--- src/logic/apk_pkg.sv ---
// ----------------------------------------
// Shared constants and types
// ----------------------------------------
package apk_pkg;

	// Status nibble values carried in F[35:32].
	localparam logic [3:0] FIELD_START_CODE = 4'h6;
	localparam logic [3:0] LINE_START_CODE = 4'h1;
	localparam logic [3:0] VALID_SAMPLE_CODE = 4'h0;
	localparam logic [3:0] LINE_END_CODE_BASE = 4'h8;
	localparam logic [3:0] FIELD_END_CODE = 4'hC;

	// Register byte offsets on the Avalon slave.
	localparam logic [3:0] REG_CTRL_OFS = 4'h0;
	localparam logic [3:0] REG_LEN_OFS = 4'h4;
	localparam logic [3:0] REG_STAT_OFS = 4'h8;

	// Field positions inside the length and status words.
	localparam int LEN_LINE_LSB = 0;
	localparam int LEN_FIELD_LSB = 16;
	localparam int STAT_LINES_LSB = 4;

	// Values after reset.
	localparam logic [12:0] CTRL_RST = 13'h0000;
	localparam logic [11:0] LINE_BYTES_RST = 12'h010;
	localparam logic [7:0] FIELD_LINES_RST = 8'h04;

	// Byte counts of the three unit sizes a source delivers.
	localparam logic [2:0] UNIT_BYTE = 3'h1;
	localparam logic [2:0] UNIT_WORD = 3'h2;
	localparam logic [2:0] UNIT_DWORD = 3'h4;

	// Control register layout; bit 0 is the capture enable.
	typedef struct packed {
		logic [4:0] sync_bit_delay;
		logic bit_order_select;
		logic channel_edge_select;
		logic sample_edge_select;
		logic packet_mode_select;
		logic sample_size_select;
		logic source_select;
		logic buffer_enable;
		logic capture_enable_bit;
	} apk_ctrl_s;

	// One 36-bit FIFO word.
	typedef struct packed {
		logic [3:0] status;
		logic [31:0] data;
	} apk_fifo_word_s;

	// A group of bytes handed from a source to the packer.
	typedef struct packed {
		logic [2:0] nbytes;
		logic frame_first;
		logic [31:0] data;
	} apk_unit_s;

	// Capture sequencer states.
	typedef enum logic [1:0] {
		ST_IDLE = 2'b00,
		ST_FSTART = 2'b01,
		ST_LINE = 2'b10,
		ST_FEND = 2'b11
	} apk_state_e;

	// Line-end code for a last word holding n valid bytes (n = 1..4).
	function automatic logic [3:0] apk_end_code(input logic [2:0] n);
		apk_end_code = LINE_END_CODE_BASE + {1'b0, n} - 4'h1;
	endfunction : apk_end_code

endpackage : apk_pkg

--- src/logic/apk_pin_sync.sv ---
`timescale 1ns/1ns
// ----------------------------------------
// Serial pin synchroniser and edge finder
// ----------------------------------------
module apk_pin_sync
	import apk_pkg::*;
(
	input wire logic mclk,
	input wire logic sys_rst,
	input wire logic sclk_pin,
	input wire logic ws_pin,
	input wire logic dat_pin,
	input wire logic edge_sel,
	output logic smp_stb,
	output logic ws_smp,
	output logic dat_smp
);

	// First and second stages; the first is read only by the second.
	logic [2:0] s1_q;
	logic [2:0] s2_q;
	// Previous bit clock level for edge finding.
	logic sclk_prev_q;
	logic sclk_edge;

	// The three pins pass two flops, so all see the same delay.
	always_ff @(posedge mclk or posedge sys_rst) begin
		if (sys_rst) begin
			s1_q <= 3'h0;
			s2_q <= 3'h0;
			sclk_prev_q <= 1'b0;
		end else begin
			s1_q <= {sclk_pin, ws_pin, dat_pin};
			s2_q <= s1_q;
			sclk_prev_q <= s2_q[2];
		end
	end

	// Pick the rising or falling bit clock edge.
	assign sclk_edge = edge_sel ? (sclk_prev_q & ~s2_q[2]) : (~sclk_prev_q & s2_q[2]);

	// Word sync and data are caught on the chosen edge.
	always_ff @(posedge mclk or posedge sys_rst) begin
		if (sys_rst) begin
			smp_stb <= 1'b0;
			ws_smp <= 1'b0;
			dat_smp <= 1'b0;
		end else begin
			smp_stb <= sclk_edge;
			if (sclk_edge) begin
				ws_smp <= s2_q[1];
				dat_smp <= s2_q[0];
			end
		end
	end

	property p_edge_pick;
		@(posedge mclk) disable iff (sys_rst)
		(~sclk_prev_q & s2_q[2] & ~edge_sel) |=> smp_stb;
	endproperty
	a_edge_pick: assert property (p_edge_pick) else $error("rising edge missed");

endmodule : apk_pin_sync

--- src/logic/apk_packetizer.sv ---
// Chosen here: the register addresses and the Avalon-MM interface to the registers.
`timescale 1ns/1ns
// Function
// Capture starts with a field-start word.
// Line: start word, valid words, end word.
// Lines DWORD aligned; end code counts bytes.
// Line byte length alone places line ends.
// Software picks length granularity per mode.
// Samples packed little-endian, status on top.
// Length mod 4 of 2 ends line early.
// Stereo pair per DWORD; packet bytes continue.
// Field-end word after the programmed lines.
// Fields repeat; stop only after field end.
// Buffer disable stops writes, resets sequencer.
// System clock oversamples serial bit clock.
// Source keeps stereo bit clock slow enough.
// Edge select picks sampling bit clock edge.
// Channel select names rising-sync channel; left first.
// Delay counts bit clocks to first bit.
// Bit order select: MSB or LSB first.
// Extra or paused bit clocks are tolerated.
// Source sends packet bytes back to back.
// Packet bytes start after delay, every eight.
// Collect exactly line length bytes per frame.
// Packet capture waits for a frame start.
// Serial pins pass two flops first.
module apk_packetizer
	import apk_pkg::*;
(
	input wire logic mclk,
	input wire logic sys_rst,
	input wire logic [3:0] avs_address,
	input wire logic avs_read,
	input wire logic avs_write,
	input wire logic [31:0] avs_writedata,
	output logic [31:0] avs_readdata,
	output logic avs_waitrequest,
	input wire logic serial_bit_clock_in,
	input wire logic word_sync_in,
	input wire logic serial_audio_in,
	input wire logic conv_valid,
	input wire logic [15:0] conv_sample,
	output logic fifo_wr,
	output apk_fifo_word_s fifo_word
);

	// ----------------------------------------
	// Registers and bus slave
	// ----------------------------------------

	// Control bits steering the whole block.
	apk_ctrl_s ctrl_q;
	// Programmed line length in bytes.
	logic [11:0] line_bytes_q;
	// Programmed lines per field.
	logic [7:0] field_lines_q;
	// Bus answer flops.
	logic wait_q;
	logic [31:0] rdata_q;
	// Sequencer state shown in the status word.
	apk_state_e st_q;
	logic [7:0] lines_q;
	logic pend_q;

	// Every access waits exactly one cycle, then completes.
	always_ff @(posedge mclk or posedge sys_rst) begin
		if (sys_rst) begin
			wait_q <= 1'b1;
		end else if (!wait_q) begin
			wait_q <= 1'b1;
		end else if (avs_read || avs_write) begin
			wait_q <= 1'b0;
		end
	end

	// Read data is built while waitrequest is still high.
	always_ff @(posedge mclk or posedge sys_rst) begin
		if (sys_rst) begin
			rdata_q <= 32'h0;
		end else if (avs_read && wait_q) begin
			case (avs_address)
				REG_CTRL_OFS: rdata_q <= {19'h0, ctrl_q};
				REG_LEN_OFS: rdata_q <= {8'h0, field_lines_q, 4'h0, line_bytes_q};
				REG_STAT_OFS: rdata_q <= {20'h0, lines_q, 1'b0, pend_q, st_q};
				default: rdata_q <= 32'h0;
			endcase
		end
	end

	// Writes land on the edge where waitrequest is low.
	// Unmapped offsets and the status word ignore writes.
	always_ff @(posedge mclk or posedge sys_rst) begin
		if (sys_rst) begin
			ctrl_q <= CTRL_RST;
			line_bytes_q <= LINE_BYTES_RST;
			field_lines_q <= FIELD_LINES_RST;
		end else if (avs_write && !wait_q) begin
			if (avs_address == REG_CTRL_OFS) begin
				ctrl_q <= avs_writedata[12:0];
			end else if (avs_address == REG_LEN_OFS) begin
				line_bytes_q <= avs_writedata[LEN_LINE_LSB +: 12];
				field_lines_q <= avs_writedata[LEN_FIELD_LSB +: 8];
			end
		end
	end

	assign avs_waitrequest = wait_q;
	assign avs_readdata = rdata_q;

	// ----------------------------------------
	// Serial receiver
	// ----------------------------------------

	// Synchronised samples taken on the chosen bit clock edge.
	logic smp_stb;
	logic ws_smp;
	logic dat_smp;

	apk_pin_sync u_sync (
		.mclk(mclk),
		.sys_rst(sys_rst),
		.sclk_pin(serial_bit_clock_in),
		.ws_pin(word_sync_in),
		.dat_pin(serial_audio_in),
		.edge_sel(ctrl_q.sample_edge_select),
		.smp_stb(smp_stb),
		.ws_smp(ws_smp),
		.dat_smp(dat_smp)
	);

	// Word sync level at the previous sample.
	logic ws_prev_q;
	// Collection window open since the last sync.
	logic active_q;
	// Bit clocks still to skip before the first bit.
	logic [4:0] dly_q;
	// Bits collected into the current word or byte.
	logic [3:0] nb_q;
	// Serial shift register.
	logic [15:0] sh_q;
	// Bytes taken from the current packet frame.
	logic [11:0] pbytes_q;
	// Current stereo word is the right channel.
	logic is_right_q;
	// Held left sample waiting for its partner.
	logic [15:0] left_q;
	logic have_left_q;
	// Unit handed to the packer, one-cycle valid.
	apk_unit_s unit_q;
	logic unit_v_q;

	logic ws_rise;
	logic ws_fall;
	logic sync_edge;
	logic [4:0] cur_dly;
	logic [3:0] nb_cur;
	logic [11:0] pb_cur;
	logic take_bit;
	logic [15:0] sh_d;
	logic word_done;
	logic byte_done;
	logic [7:0] byte_d;

	assign ws_rise = smp_stb & ws_smp & ~ws_prev_q;
	assign ws_fall = smp_stb & ~ws_smp & ws_prev_q;
	// Stereo syncs on both word-sync edges; packet mode on one.
	assign sync_edge = ctrl_q.packet_mode_select ? (ctrl_q.channel_edge_select ? ws_fall : ws_rise)
		: (ws_rise | ws_fall);
	assign cur_dly = sync_edge ? ctrl_q.sync_bit_delay : dly_q;
	assign nb_cur = sync_edge ? 4'h0 : nb_q;
	assign pb_cur = sync_edge ? 12'h0 : pbytes_q;
	// Clocks outside the window are ignored, so any count works.
	assign take_bit = smp_stb & (sync_edge | active_q) & (cur_dly == 5'h0);
	assign sh_d = ctrl_q.bit_order_select ? {dat_smp, sh_q[15:1]} : {sh_q[14:0], dat_smp};
	assign word_done = take_bit & ~ctrl_q.packet_mode_select & (nb_cur == 4'hF);
	assign byte_done = take_bit & ctrl_q.packet_mode_select & (nb_cur[2:0] == 3'h7);
	// An LSB-first byte sits in the top of the right-shifting register.
	assign byte_d = ctrl_q.bit_order_select ? sh_d[15:8] : sh_d[7:0];

	// Window, delay and bit counting per sync.
	always_ff @(posedge mclk or posedge sys_rst) begin
		if (sys_rst) begin
			ws_prev_q <= 1'b0;
			active_q <= 1'b0;
			dly_q <= 5'h0;
			nb_q <= 4'h0;
			sh_q <= 16'h0;
			pbytes_q <= 12'h0;
			is_right_q <= 1'b0;
		end else begin
			if (smp_stb) begin
				ws_prev_q <= ws_smp;
			end
			if (sync_edge) begin
				active_q <= 1'b1;
				pbytes_q <= 12'h0;
				is_right_q <= ws_rise ? ctrl_q.channel_edge_select : ~ctrl_q.channel_edge_select;
			end
			if (smp_stb && (sync_edge || active_q)) begin
				dly_q <= (cur_dly != 5'h0) ? cur_dly - 5'h1 : 5'h0;
			end
			if (take_bit) begin
				sh_q <= sh_d;
				nb_q <= nb_cur + 4'h1;
			end else if (sync_edge) begin
				nb_q <= 4'h0;
			end
			// Sixteen bits close a stereo word; later clocks wait.
			if (word_done) begin
				active_q <= 1'b0;
			end
			// A frame closes after the line length in bytes.
			if (byte_done) begin
				pbytes_q <= pb_cur + 12'h1;
				if (pb_cur + 12'h1 >= line_bytes_q) begin
					active_q <= 1'b0;
				end
			end
		end
	end

	// Units from the converter input or the serial receiver.
	// Converter samples must be at least two cycles apart.
	always_ff @(posedge mclk or posedge sys_rst) begin
		if (sys_rst) begin
			unit_q <= '0;
			unit_v_q <= 1'b0;
			left_q <= 16'h0;
			have_left_q <= 1'b0;
		end else begin
			unit_v_q <= 1'b0;
			if (!ctrl_q.source_select) begin
				if (conv_valid) begin
					unit_v_q <= 1'b1;
					unit_q.frame_first <= 1'b0;
					if (ctrl_q.sample_size_select) begin
						unit_q.nbytes <= UNIT_BYTE;
						unit_q.data <= {24'h0, conv_sample[7:0]};
					end else begin
						unit_q.nbytes <= UNIT_WORD;
						unit_q.data <= {16'h0, conv_sample};
					end
				end
			end else if (word_done) begin
				// A right word with no left before it is dropped.
				if (!is_right_q) begin
					left_q <= sh_d;
					have_left_q <= 1'b1;
				end else if (have_left_q) begin
					unit_v_q <= 1'b1;
					unit_q <= {UNIT_DWORD, 1'b0, sh_d, left_q};
					have_left_q <= 1'b0;
				end
			end else if (byte_done) begin
				unit_v_q <= 1'b1;
				unit_q <= {UNIT_BYTE, pb_cur == 12'h0, 24'h0, byte_d};
			end
		end
	end

	// ----------------------------------------
	// Line and field packer
	// ----------------------------------------

	// Partly filled DWORD and its fill position.
	logic [31:0] acc_q;
	logic [1:0] pos_q;
	// Bytes still owed to the current line.
	logic [11:0] line_left_q;
	// Next word written is the first of its line.
	logic first_q;
	// Packet mode still waits for a frame start.
	logic wait_frame_q;
	// Single pending word between packer and FIFO port.
	apk_fifo_word_s pend_word_q;

	logic accept;
	logic [2:0] tk;
	logic [2:0] newpos;
	logic [31:0] placed;
	logic [31:0] mask;
	logic last;
	logic emit;
	logic [3:0] code;

	// A unit is taken only in a line with the slot free.
	assign accept = unit_v_q & (st_q == ST_LINE) & ~pend_q & ~(wait_frame_q & ~unit_q.frame_first);
	// Bytes past the line end are cut off, never carried.
	assign tk = (line_left_q < {9'h0, unit_q.nbytes}) ? line_left_q[2:0] : unit_q.nbytes;
	assign newpos = {1'b0, pos_q} + tk;
	assign last = (line_left_q == {9'h0, tk});
	assign emit = last | (newpos == UNIT_DWORD);

	// Earliest bytes go to the lowest lanes.
	always_comb begin
		case (tk)
			3'h1: mask = 32'h0000_00FF;
			3'h2: mask = 32'h0000_FFFF;
			// A stereo pair cut by a short line keeps its three low bytes.
			3'h3: mask = 32'h00FF_FFFF;
			3'h4: mask = 32'hFFFF_FFFF;
			default: mask = 32'h0;
		endcase
		placed = acc_q | ((unit_q.data & mask) << {pos_q, 3'h0});
		if (last) begin
			code = apk_end_code(newpos);
		end else if (first_q) begin
			code = LINE_START_CODE;
		end else begin
			code = VALID_SAMPLE_CODE;
		end
	end

	// Sequencer, packer and FIFO write port share one process
	// so the pending slot has a single owner.
	always_ff @(posedge mclk or posedge sys_rst) begin
		if (sys_rst) begin
			st_q <= ST_IDLE;
			acc_q <= 32'h0;
			pos_q <= 2'h0;
			line_left_q <= 12'h0;
			first_q <= 1'b1;
			lines_q <= 8'h0;
			wait_frame_q <= 1'b0;
			pend_q <= 1'b0;
			pend_word_q <= '0;
			fifo_wr <= 1'b0;
			fifo_word <= '0;
		end else if (!ctrl_q.buffer_enable) begin
			// Disabling the buffer drops everything at once.
			st_q <= ST_IDLE;
			pend_q <= 1'b0;
			fifo_wr <= 1'b0;
			acc_q <= 32'h0;
			pos_q <= 2'h0;
		end else begin
			// A write is always followed by a dead cycle.
			fifo_wr <= 1'b0;
			if (pend_q && !fifo_wr) begin
				fifo_wr <= 1'b1;
				fifo_word <= pend_word_q;
				pend_q <= 1'b0;
			end
			case (st_q)
				ST_IDLE: begin
					if (ctrl_q.capture_enable_bit) begin
						st_q <= ST_FSTART;
					end
				end
				ST_FSTART: begin
					if (!pend_q) begin
						pend_q <= 1'b1;
						pend_word_q <= {FIELD_START_CODE, 32'h0};
						st_q <= ST_LINE;
						lines_q <= 8'h0;
						line_left_q <= line_bytes_q;
						first_q <= 1'b1;
						acc_q <= 32'h0;
						pos_q <= 2'h0;
						wait_frame_q <= ctrl_q.packet_mode_select & ctrl_q.source_select;
					end
				end
				ST_LINE: begin
					if (accept) begin
						wait_frame_q <= 1'b0;
						line_left_q <= line_left_q - {9'h0, tk};
						if (emit) begin
							pend_q <= 1'b1;
							pend_word_q <= {code, placed};
							acc_q <= 32'h0;
							pos_q <= 2'h0;
							first_q <= 1'b0;
						end else begin
							acc_q <= placed;
							pos_q <= newpos[1:0];
						end
						if (last) begin
							// Next line starts aligned in lane zero.
							line_left_q <= line_bytes_q;
							first_q <= 1'b1;
							lines_q <= lines_q + 8'h1;
							if (lines_q + 8'h1 == field_lines_q) begin
								st_q <= ST_FEND;
							end
						end
					end
				end
				ST_FEND: begin
					if (!pend_q) begin
						pend_q <= 1'b1;
						pend_word_q <= {FIELD_END_CODE, 32'h0};
						st_q <= ctrl_q.capture_enable_bit ? ST_FSTART : ST_IDLE;
					end
				end
				default: st_q <= ST_IDLE;
			endcase
		end
	end

	// ----------------------------------------
	// Checks
	// ----------------------------------------

	property p_fstart;
		@(posedge mclk) disable iff (sys_rst)
		(st_q == ST_FSTART && !pend_q && ctrl_q.buffer_enable)
		|-> ##[1:2] (fifo_wr && fifo_word.status == FIELD_START_CODE);
	endproperty
	a_fstart: assert property (p_fstart) else $error("no field start word");

	property p_fend;
		@(posedge mclk) disable iff (sys_rst)
		(st_q == ST_LINE && accept && last && lines_q + 8'h1 == field_lines_q && ctrl_q.buffer_enable)
		##1 ctrl_q.buffer_enable [*3] |=> (fifo_wr && fifo_word.status == FIELD_END_CODE);
	endproperty
	a_fend: assert property (p_fend) else $error("field end not written");

	property p_dead_cycle;
		@(posedge mclk) disable iff (sys_rst)
		fifo_wr |=> !fifo_wr;
	endproperty
	a_dead_cycle: assert property (p_dead_cycle) else $error("back to back writes");

	property p_disable;
		@(posedge mclk) disable iff (sys_rst)
		!ctrl_q.buffer_enable |=> (!fifo_wr && st_q == ST_IDLE && !pend_q);
	endproperty
	a_disable: assert property (p_disable) else $error("writes after buffer disable");

	property p_repeat;
		@(posedge mclk) disable iff (sys_rst)
		(st_q == ST_FEND && !pend_q && ctrl_q.buffer_enable && ctrl_q.capture_enable_bit)
		|=> st_q == ST_FSTART;
	endproperty
	a_repeat: assert property (p_repeat) else $error("field did not repeat");

	property p_delay;
		@(posedge mclk) disable iff (sys_rst)
		(sync_edge && ctrl_q.sync_bit_delay != 5'h0) |-> !take_bit ##1 (dly_q == $past(ctrl_q.sync_bit_delay) - 5'h1);
	endproperty
	a_delay: assert property (p_delay) else $error("bit taken inside delay");

	property p_lsb_first;
		@(posedge mclk) disable iff (sys_rst)
		(take_bit && ctrl_q.bit_order_select) |=> sh_q[15] == $past(dat_smp);
	endproperty
	a_lsb_first: assert property (p_lsb_first) else $error("bit order wrong");

	property p_frame_len;
		@(posedge mclk) disable iff (sys_rst)
		(byte_done && !sync_edge && pb_cur + 12'h1 >= line_bytes_q) |=> !active_q;
	endproperty
	a_frame_len: assert property (p_frame_len) else $error("frame not closed");

	property p_pair;
		@(posedge mclk) disable iff (sys_rst)
		(ctrl_q.source_select && word_done && is_right_q && have_left_q)
		|=> (unit_v_q && unit_q.data[15:0] == $past(left_q) && unit_q.nbytes == UNIT_DWORD);
	endproperty
	a_pair: assert property (p_pair) else $error("stereo pair misplaced");

	c_field_end: cover property (@(posedge mclk) fifo_wr && fifo_word.status == FIELD_END_CODE);
	c_short_end: cover property (@(posedge mclk) fifo_wr && fifo_word.status == apk_end_code(UNIT_WORD));
	c_stereo: cover property (@(posedge mclk) unit_v_q && unit_q.nbytes == UNIT_DWORD);

endmodule : apk_packetizer

--- config.mk ---
export PLATFORM = sky130hd
export DESIGN_NAME = apk_packetizer
export DESIGN_NICKNAME = d
export VERILOG_FILES = /design/src/logic/apk_pkg.sv /design/src/logic/apk_pin_sync.sv /design/src/logic/apk_packetizer.sv
export SDC_FILE = /design/constraint.sdc
export NUM_CORES = 1
export LEC_CHECK = 0
export BUFFER_PORTS_ARGS = -buffer_cell sky130_fd_sc_hd__buf_2
export CAP_MARGIN = 15
export CORE_MARGIN = 2
export CORE_UTILIZATION = 54
export DETAILED_ROUTE_END_ITERATION = 8
export GPL_ROUTABILITY_DRIVEN = 0
export PLACE_DENSITY = 0.84
export SKIP_CTS_REPAIR_TIMING = 1
export SLEW_MARGIN = 20
export SYNTH_ARGS = -nofsm -noshare
export SYNTH_HDL_FRONTEND = slang
export SYNTH_SLANG_ARGS = --single-unit
--- constraint.sdc ---
create_clock -name mclk -period 9.4 [get_ports mclk]
set_input_delay 1.88 -clock mclk [delete_from_list [all_inputs] [get_ports mclk]]
set_output_delay 1.88 -clock mclk [all_outputs]
set_load 0.01 [all_outputs]
**Yosys cells after proc, flatten, opt, wreduce, memory -nomap -nowiden**

Cells that the tools add are included.

- Register bits: 302
- Input port bits: 60
- Output and inout port bits: 70
- Logic and storage cells: 234

- Add/sub/neg operators: 8
- Order comparisons: 2
- Equality and inequality tests: 30
- Shift-type cells: 1
- Muxes and demuxes: 86
- Bitwise logic cells: 33
- Reductions and logical operators: 29

Operator list:

| cell | count |
|---|---|
| $mux W36 | 10 |
| $mux W32 | 4 |
| $pmux W32 S4 | 1 |
| $pmux W36 S3 | 1 |
| $pmux W24 S3 | 1 |
| $pmux W32 S2 | 1 |
| $mux W12 | 5 |
| $and A32 B32 Y32 | 1 |
| $mux W1 | 32 |
| $mux W16 | 2 |
| $mux W8 | 4 |
| $or A32 B32 Y32 | 1 |
| $shl A32 B5 Y32 | 1 |
| $mux W2 | 12 |
| $ne A3 B3 Y1 const B | 8 |
| $pmux W12 S2 | 1 |
| $and A1 B1 Y1 | 17 |
| $pmux W8 S2 | 1 |
| $add A12 B1 Y12 const B | 1 |
| $eq A12 B3 Y1 | 1 |
| $ge A12 B12 Y1 | 1 |
| $logic_not A12 Y1 | 1 |
| $lt A12 B3 Y1 | 1 |
| $mux W4 | 3 |
| other kinds (40) | 78 |

**Depth between registers and ports, before layout**

- Word-level depth: 13
- Depth in mapped cells: 19
- Mapped depth without buffers: 17

**Cells and area by module**

From an unflattened synthesis, not the netlist that was laid out.

- Cell total of the unflattened synthesis: 1,496
- Area total of the unflattened synthesis: 14,916.8 um^2

By module, submodules not included:

| module | instances | cells each | area an instance (um^2) | seq. area each (um^2) |
|---|---|---|---|---|
| apk_packetizer | 1 | 1,467 | 14,522.7 | 7,036.7 |
| apk_pin_sync | 1 | 29 | 394.1 | 250.2 |

**Worst setup path before layout**

No wires, ideal clock.

- Path type: reg-to-reg
- Start point: reg ctrl_q[4] (netlist bit)
- End point: reg active_q
- Setup time: 0.077 ns
- Arrival: 3.943 ns
- Data required time: 9.323 ns
- Setup slack: 5.380 ns
- Cell stages (with the launch flop): 20
- Path buffers: 2
- Period minus slack after synthesis: 4.020 ns
- Path through: dfrtp_1 clkbuf_1 nor2b_1 o22ai_1 nand2_1 clkbuf_1 nand2_1 inv_1 ha_1 nand3_1 or2_2 nor4_1 xnor2_1 nor2_1 ha_1 or2_2 a21oi_1 a21oi_1 a221o_1 a21oi_1

- Word-level cells in the longest chain between the ends: 9
- Elaborated cells between the ends (all ways): 21
- Those cells by class: add/sub: 1; order compare: 1; eq/ne: 2; mux: 8; bitwise: 8; reduce/logical: 1

Ends and longest elaborated chain:

| item | RTL line | source |
|---|---|---|
| start: declaration | apk_packetizer.sv:52 | `apk_ctrl_s ctrl_q;` |
| start signal: assignment | apk_packetizer.sv:99 | `ctrl_q <= avs_writedata[12:0];` |
| branches (longest 8 deep; another with $add A12 B1 Y12) | - |  |
| $mux W1 * | apk_packetizer.sv:213 | `if (byte_done) begin` |
| end signal: assignment | apk_packetizer.sv:184 | `active_q <= 1'b0;` |
| end signal: assignment | apk_packetizer.sv:210 | `active_q <= 1'b0;` |
| end signal: assignment | apk_packetizer.sv:216 | `active_q <= 1'b0;` |
| end: declaration | apk_packetizer.sv:134 | `logic active_q;` |

Every way passes the cells marked *.
A chain may end at the register's enable or synchronous reset.

**Final worst setup path**

Ends and elaborated chain as after synthesis.

==> impl_metrics.json <==
{
  "status": "finished clean",
  "n_antenna_cell": 0,
  "viasPerCell": 6.194,
  "start_util": 0.5505,
  "grt_max_degree": 196,
  "critPathKind": "flip-flop to flip-flop",
  "synth-edff-count": 0,
  "worst_pin_slew_ps": 1114,
  "first_global_vias": 11660,
  "syn_area_mm2": 0.01484,
  "setup_viol": 0,
  "drtPass1Iterations": 9,
  "cts_tree": "done",
  "worstPathMaxFanout": 17,
  "finalCritPeriodShare": 0.5249,
  "htreeDepth": 1,
  "synth_ff_type": "dfrtp_1",
  "drt-initial-drc-count": 1335,
  "post-place-ws_ps": 4708,
  "hpwl_um": 25590,
  "p_leak_nw": 7.577,
  "numCtsBuffers": 30,
  "seq_area_mm2": 0.007287,
  "r2r-start": "ctrl_q[4]$_DFFE_PP0P_",
  "min-delay-start": "u_sync.s1_q[0]$_DFF_PP0_",
  "path_delay_family": "simple AND/OR/NAND/NOR gates",
  "finish.net_count": 1699,
  "slowest_delay_ps": 600,
  "cp-end-kind": "flip-flop",
  "overflow": 0,
  "dpl_cell_area_mm2": 0.01553,
  "areaGrowthSynthToFinish_pct": 12.14,
  "die_y_um": 169.8,
  "drt_wl_total_um": 37480,
  "port_buffers": 107,
  "antenna_found_initial": 0,
  "fillCellCount": 2094,
  "fin_skew_ps": 8.284,
  "io_pins": 130,
  "yosys-top-cells-count": "dfrtp_1, nand2_1, o21ai_0",
  "clockRootBuffer": "clkbuf_16",
  "netlist.area_leader.share": 0.4841,
  "wire_per_inst_um": 19.01,
  "final_area_mm2": 0.01664,
  "grt_util_met1": 0.3604,
  "timing_hold_violations_final": 0,
  "grtUsageTotal": 0.2616,
  "crit_start": "ctrl_q[4]$_DFFE_PP0P_",
  "arrival_ps": 5410,
  "power_density_mw_per_mm2": 223.3,
  "drc": 0,
  "cpMaxStageDelayCell": "nor4_1",
  "worst_path_most_repeated_cell": "a21oi_1",
  "startpoint_type": "flip-flop",
  "syn_inst": 1540,
  "die_x_um": 169.8,
  "yosysSeqAreaShare": 0.4912,
  "clkTransAtPathRegs_ps": 60,
  "cap_violations": 0,
  "yosys_register_bits": 291,
  "fin_crit_ps": 4934,
  "fp-row-count": 60,
  "peakVddDrop_mv": 0.1878,
  "core-area_mm2": 0.02695,
  "ant_nets": 0,
  "drive_gt1_frac": 0.1601,
  "hp-class": "flip-flop to flip-flop",
  "multi_input_area_mm2": 0.006902,
  "rsz0062_at_grt": "no",
  "grt_pass1_wl_um": 60910,
  "clock_latency_ps": 560,
  "crit_chain": "nor2b_1 -> o22ai_1 -> nand2_1 -> nand2_1 -> inv_1 -> ha_1 -> nand3_1 -> or2_2 -> nor4_1 -> xnor2_1 -> nor2_1 -> ha_1 -> or2_2 -> a21oi_1 -> a21oi_1 -> a221o_1 -> a21oi_1",
  "ys_types": 80,
  "use_met2": 0.4261,
  "fin_cells": 1971,
  "vias": 12210,
  "cts_max_path_buffers": 3,
  "utilization": 0.6173,
  "fin_ws_ps": 4466,
  "dp.cells": 1914,
  "async_reset_ff_frac": 1.000,
  "grtUsageMet3": 0.03382,
  "syn_avg_cell_area_um2": 9.633,
  "fmax_mhz": 202.7,
  "slew_viol_final": 0,
  "yosysWarnings": 0,
  "critPathBufInv": 1,
  "yosysTopAreaCell": "dfrtp_1",
  "grt.busiest_layer": "met2",
  "relSlewSlack": 0.2524,
  "yosys-top-cells-area": "dfrtp_1, nand2_1, o21ai_0, mux2_2, mux2i_1",
  "yosysMostFrequentCell": "dfrtp_1",
  "cts.sinks": 291,
  "crit_required_ps": 9880,
  "dieArea_mm2": 0.02882,
  "fin_tns_setup_ps": 0
}
-- flip-flops by register name (all words and copies together) (netlist names), 13 cells and up --
signal and count:
fifo_word 36, pend_word_q 36, unit_q 36, acc_q 32
avs_readdata 21, left_q 16, sh_q 16, ctrl_q 13
-- per-layer routing --
metal	up-vias	routed length, um
li1	5606	-
met1	5919	15890
met2	567	17390
met3	116	2778
met4	0	1423
met5	-	0
-- area by class of cell --
type                       instances  share of cell area
clock buffer                      44             0.05438
clock inverter                    12            0.008950
inverter                          72             0.01677
multi-input combinational       1088              0.4149
sequential                       291              0.4380
tap                              341             0.02565
timing repair buffer             123             0.04137
-- logic make-up after synthesis --
kind of cell,count (synthesis),share of synthesized area
AO/OA/AOI/OAI,458,0.2032
XOR/XNOR,36,0.02125
adder cells (fa/ha/maj),33,0.02884
buffers and inverters,171,0.04883
flip-flops,291,0.4912
multiplexers,97,0.06958
other,1,0.0002528
AND/OR/NAND/NOR,453,0.1369
-- metrics by stage --
stage / total power [mW] / hold WS, ps
finish: 3.715 / 347.1
floorplan: 2.194 / 331.2
global route: 3.882 / 353.2
CTS: 3.690 / 348.1
global placement: 2.386 / 331.6
detailed placement: 2.433 / 334.7
-- placed cells by master (no fill, tap or decap), types with 12 or more instances in the layout --
cell	n
buf_4	14
a221oi_1	12
nor3_1	18
nand2b_1	12
o21bai_1	17
buf_2	107
nor2_1	67
a211oi_1	52
dfrtp_1	287
a21oi_1	72
o22ai_1	13
a22oi_1	20
xnor2_1	24
o21a_1	15
a31oi_1	38
o21ai_0	133
mux2_2	48
inv_1	67
mux2i_1	48
nand2_1	253
clkbuf_16	31
nand3_1	24
nor2b_1	23
ha_1	31
xor2_1	12
-- final timing paths --
kind,end,slack [ps],cells past startpoint
hold reg to reg,u_sync.s2_q[0]$_DFF_PP0_,350,0
setup / recovery,active_q$_DFF_PP0_,4470,17
setup reg to reg,active_q$_DFF_PP0_,4470,17
min in group asynchronous,avs_readdata[19]$_DFFE_PP0P_,1320,2
max in group asynchronous,sh_q[14]$_DFFE_PP0P_,6750,3
hold / removal,u_sync.s2_q[0]$_DFF_PP0_,350,0
-- power by group --
group | leakage [nW] | internal (mW) | switching (mW) | total [mW]
Sequential | 3.92 | 1.40 | 0.175 | 1.57
Combinational | 3.14 | 0.322 | 0.567 | 0.890
Clock | 0.520 | 0.749 | 0.506 | 1.25
Total | 7.58 | 2.47 | 1.25 | 3.72
(Power assumes the default switching activity.)
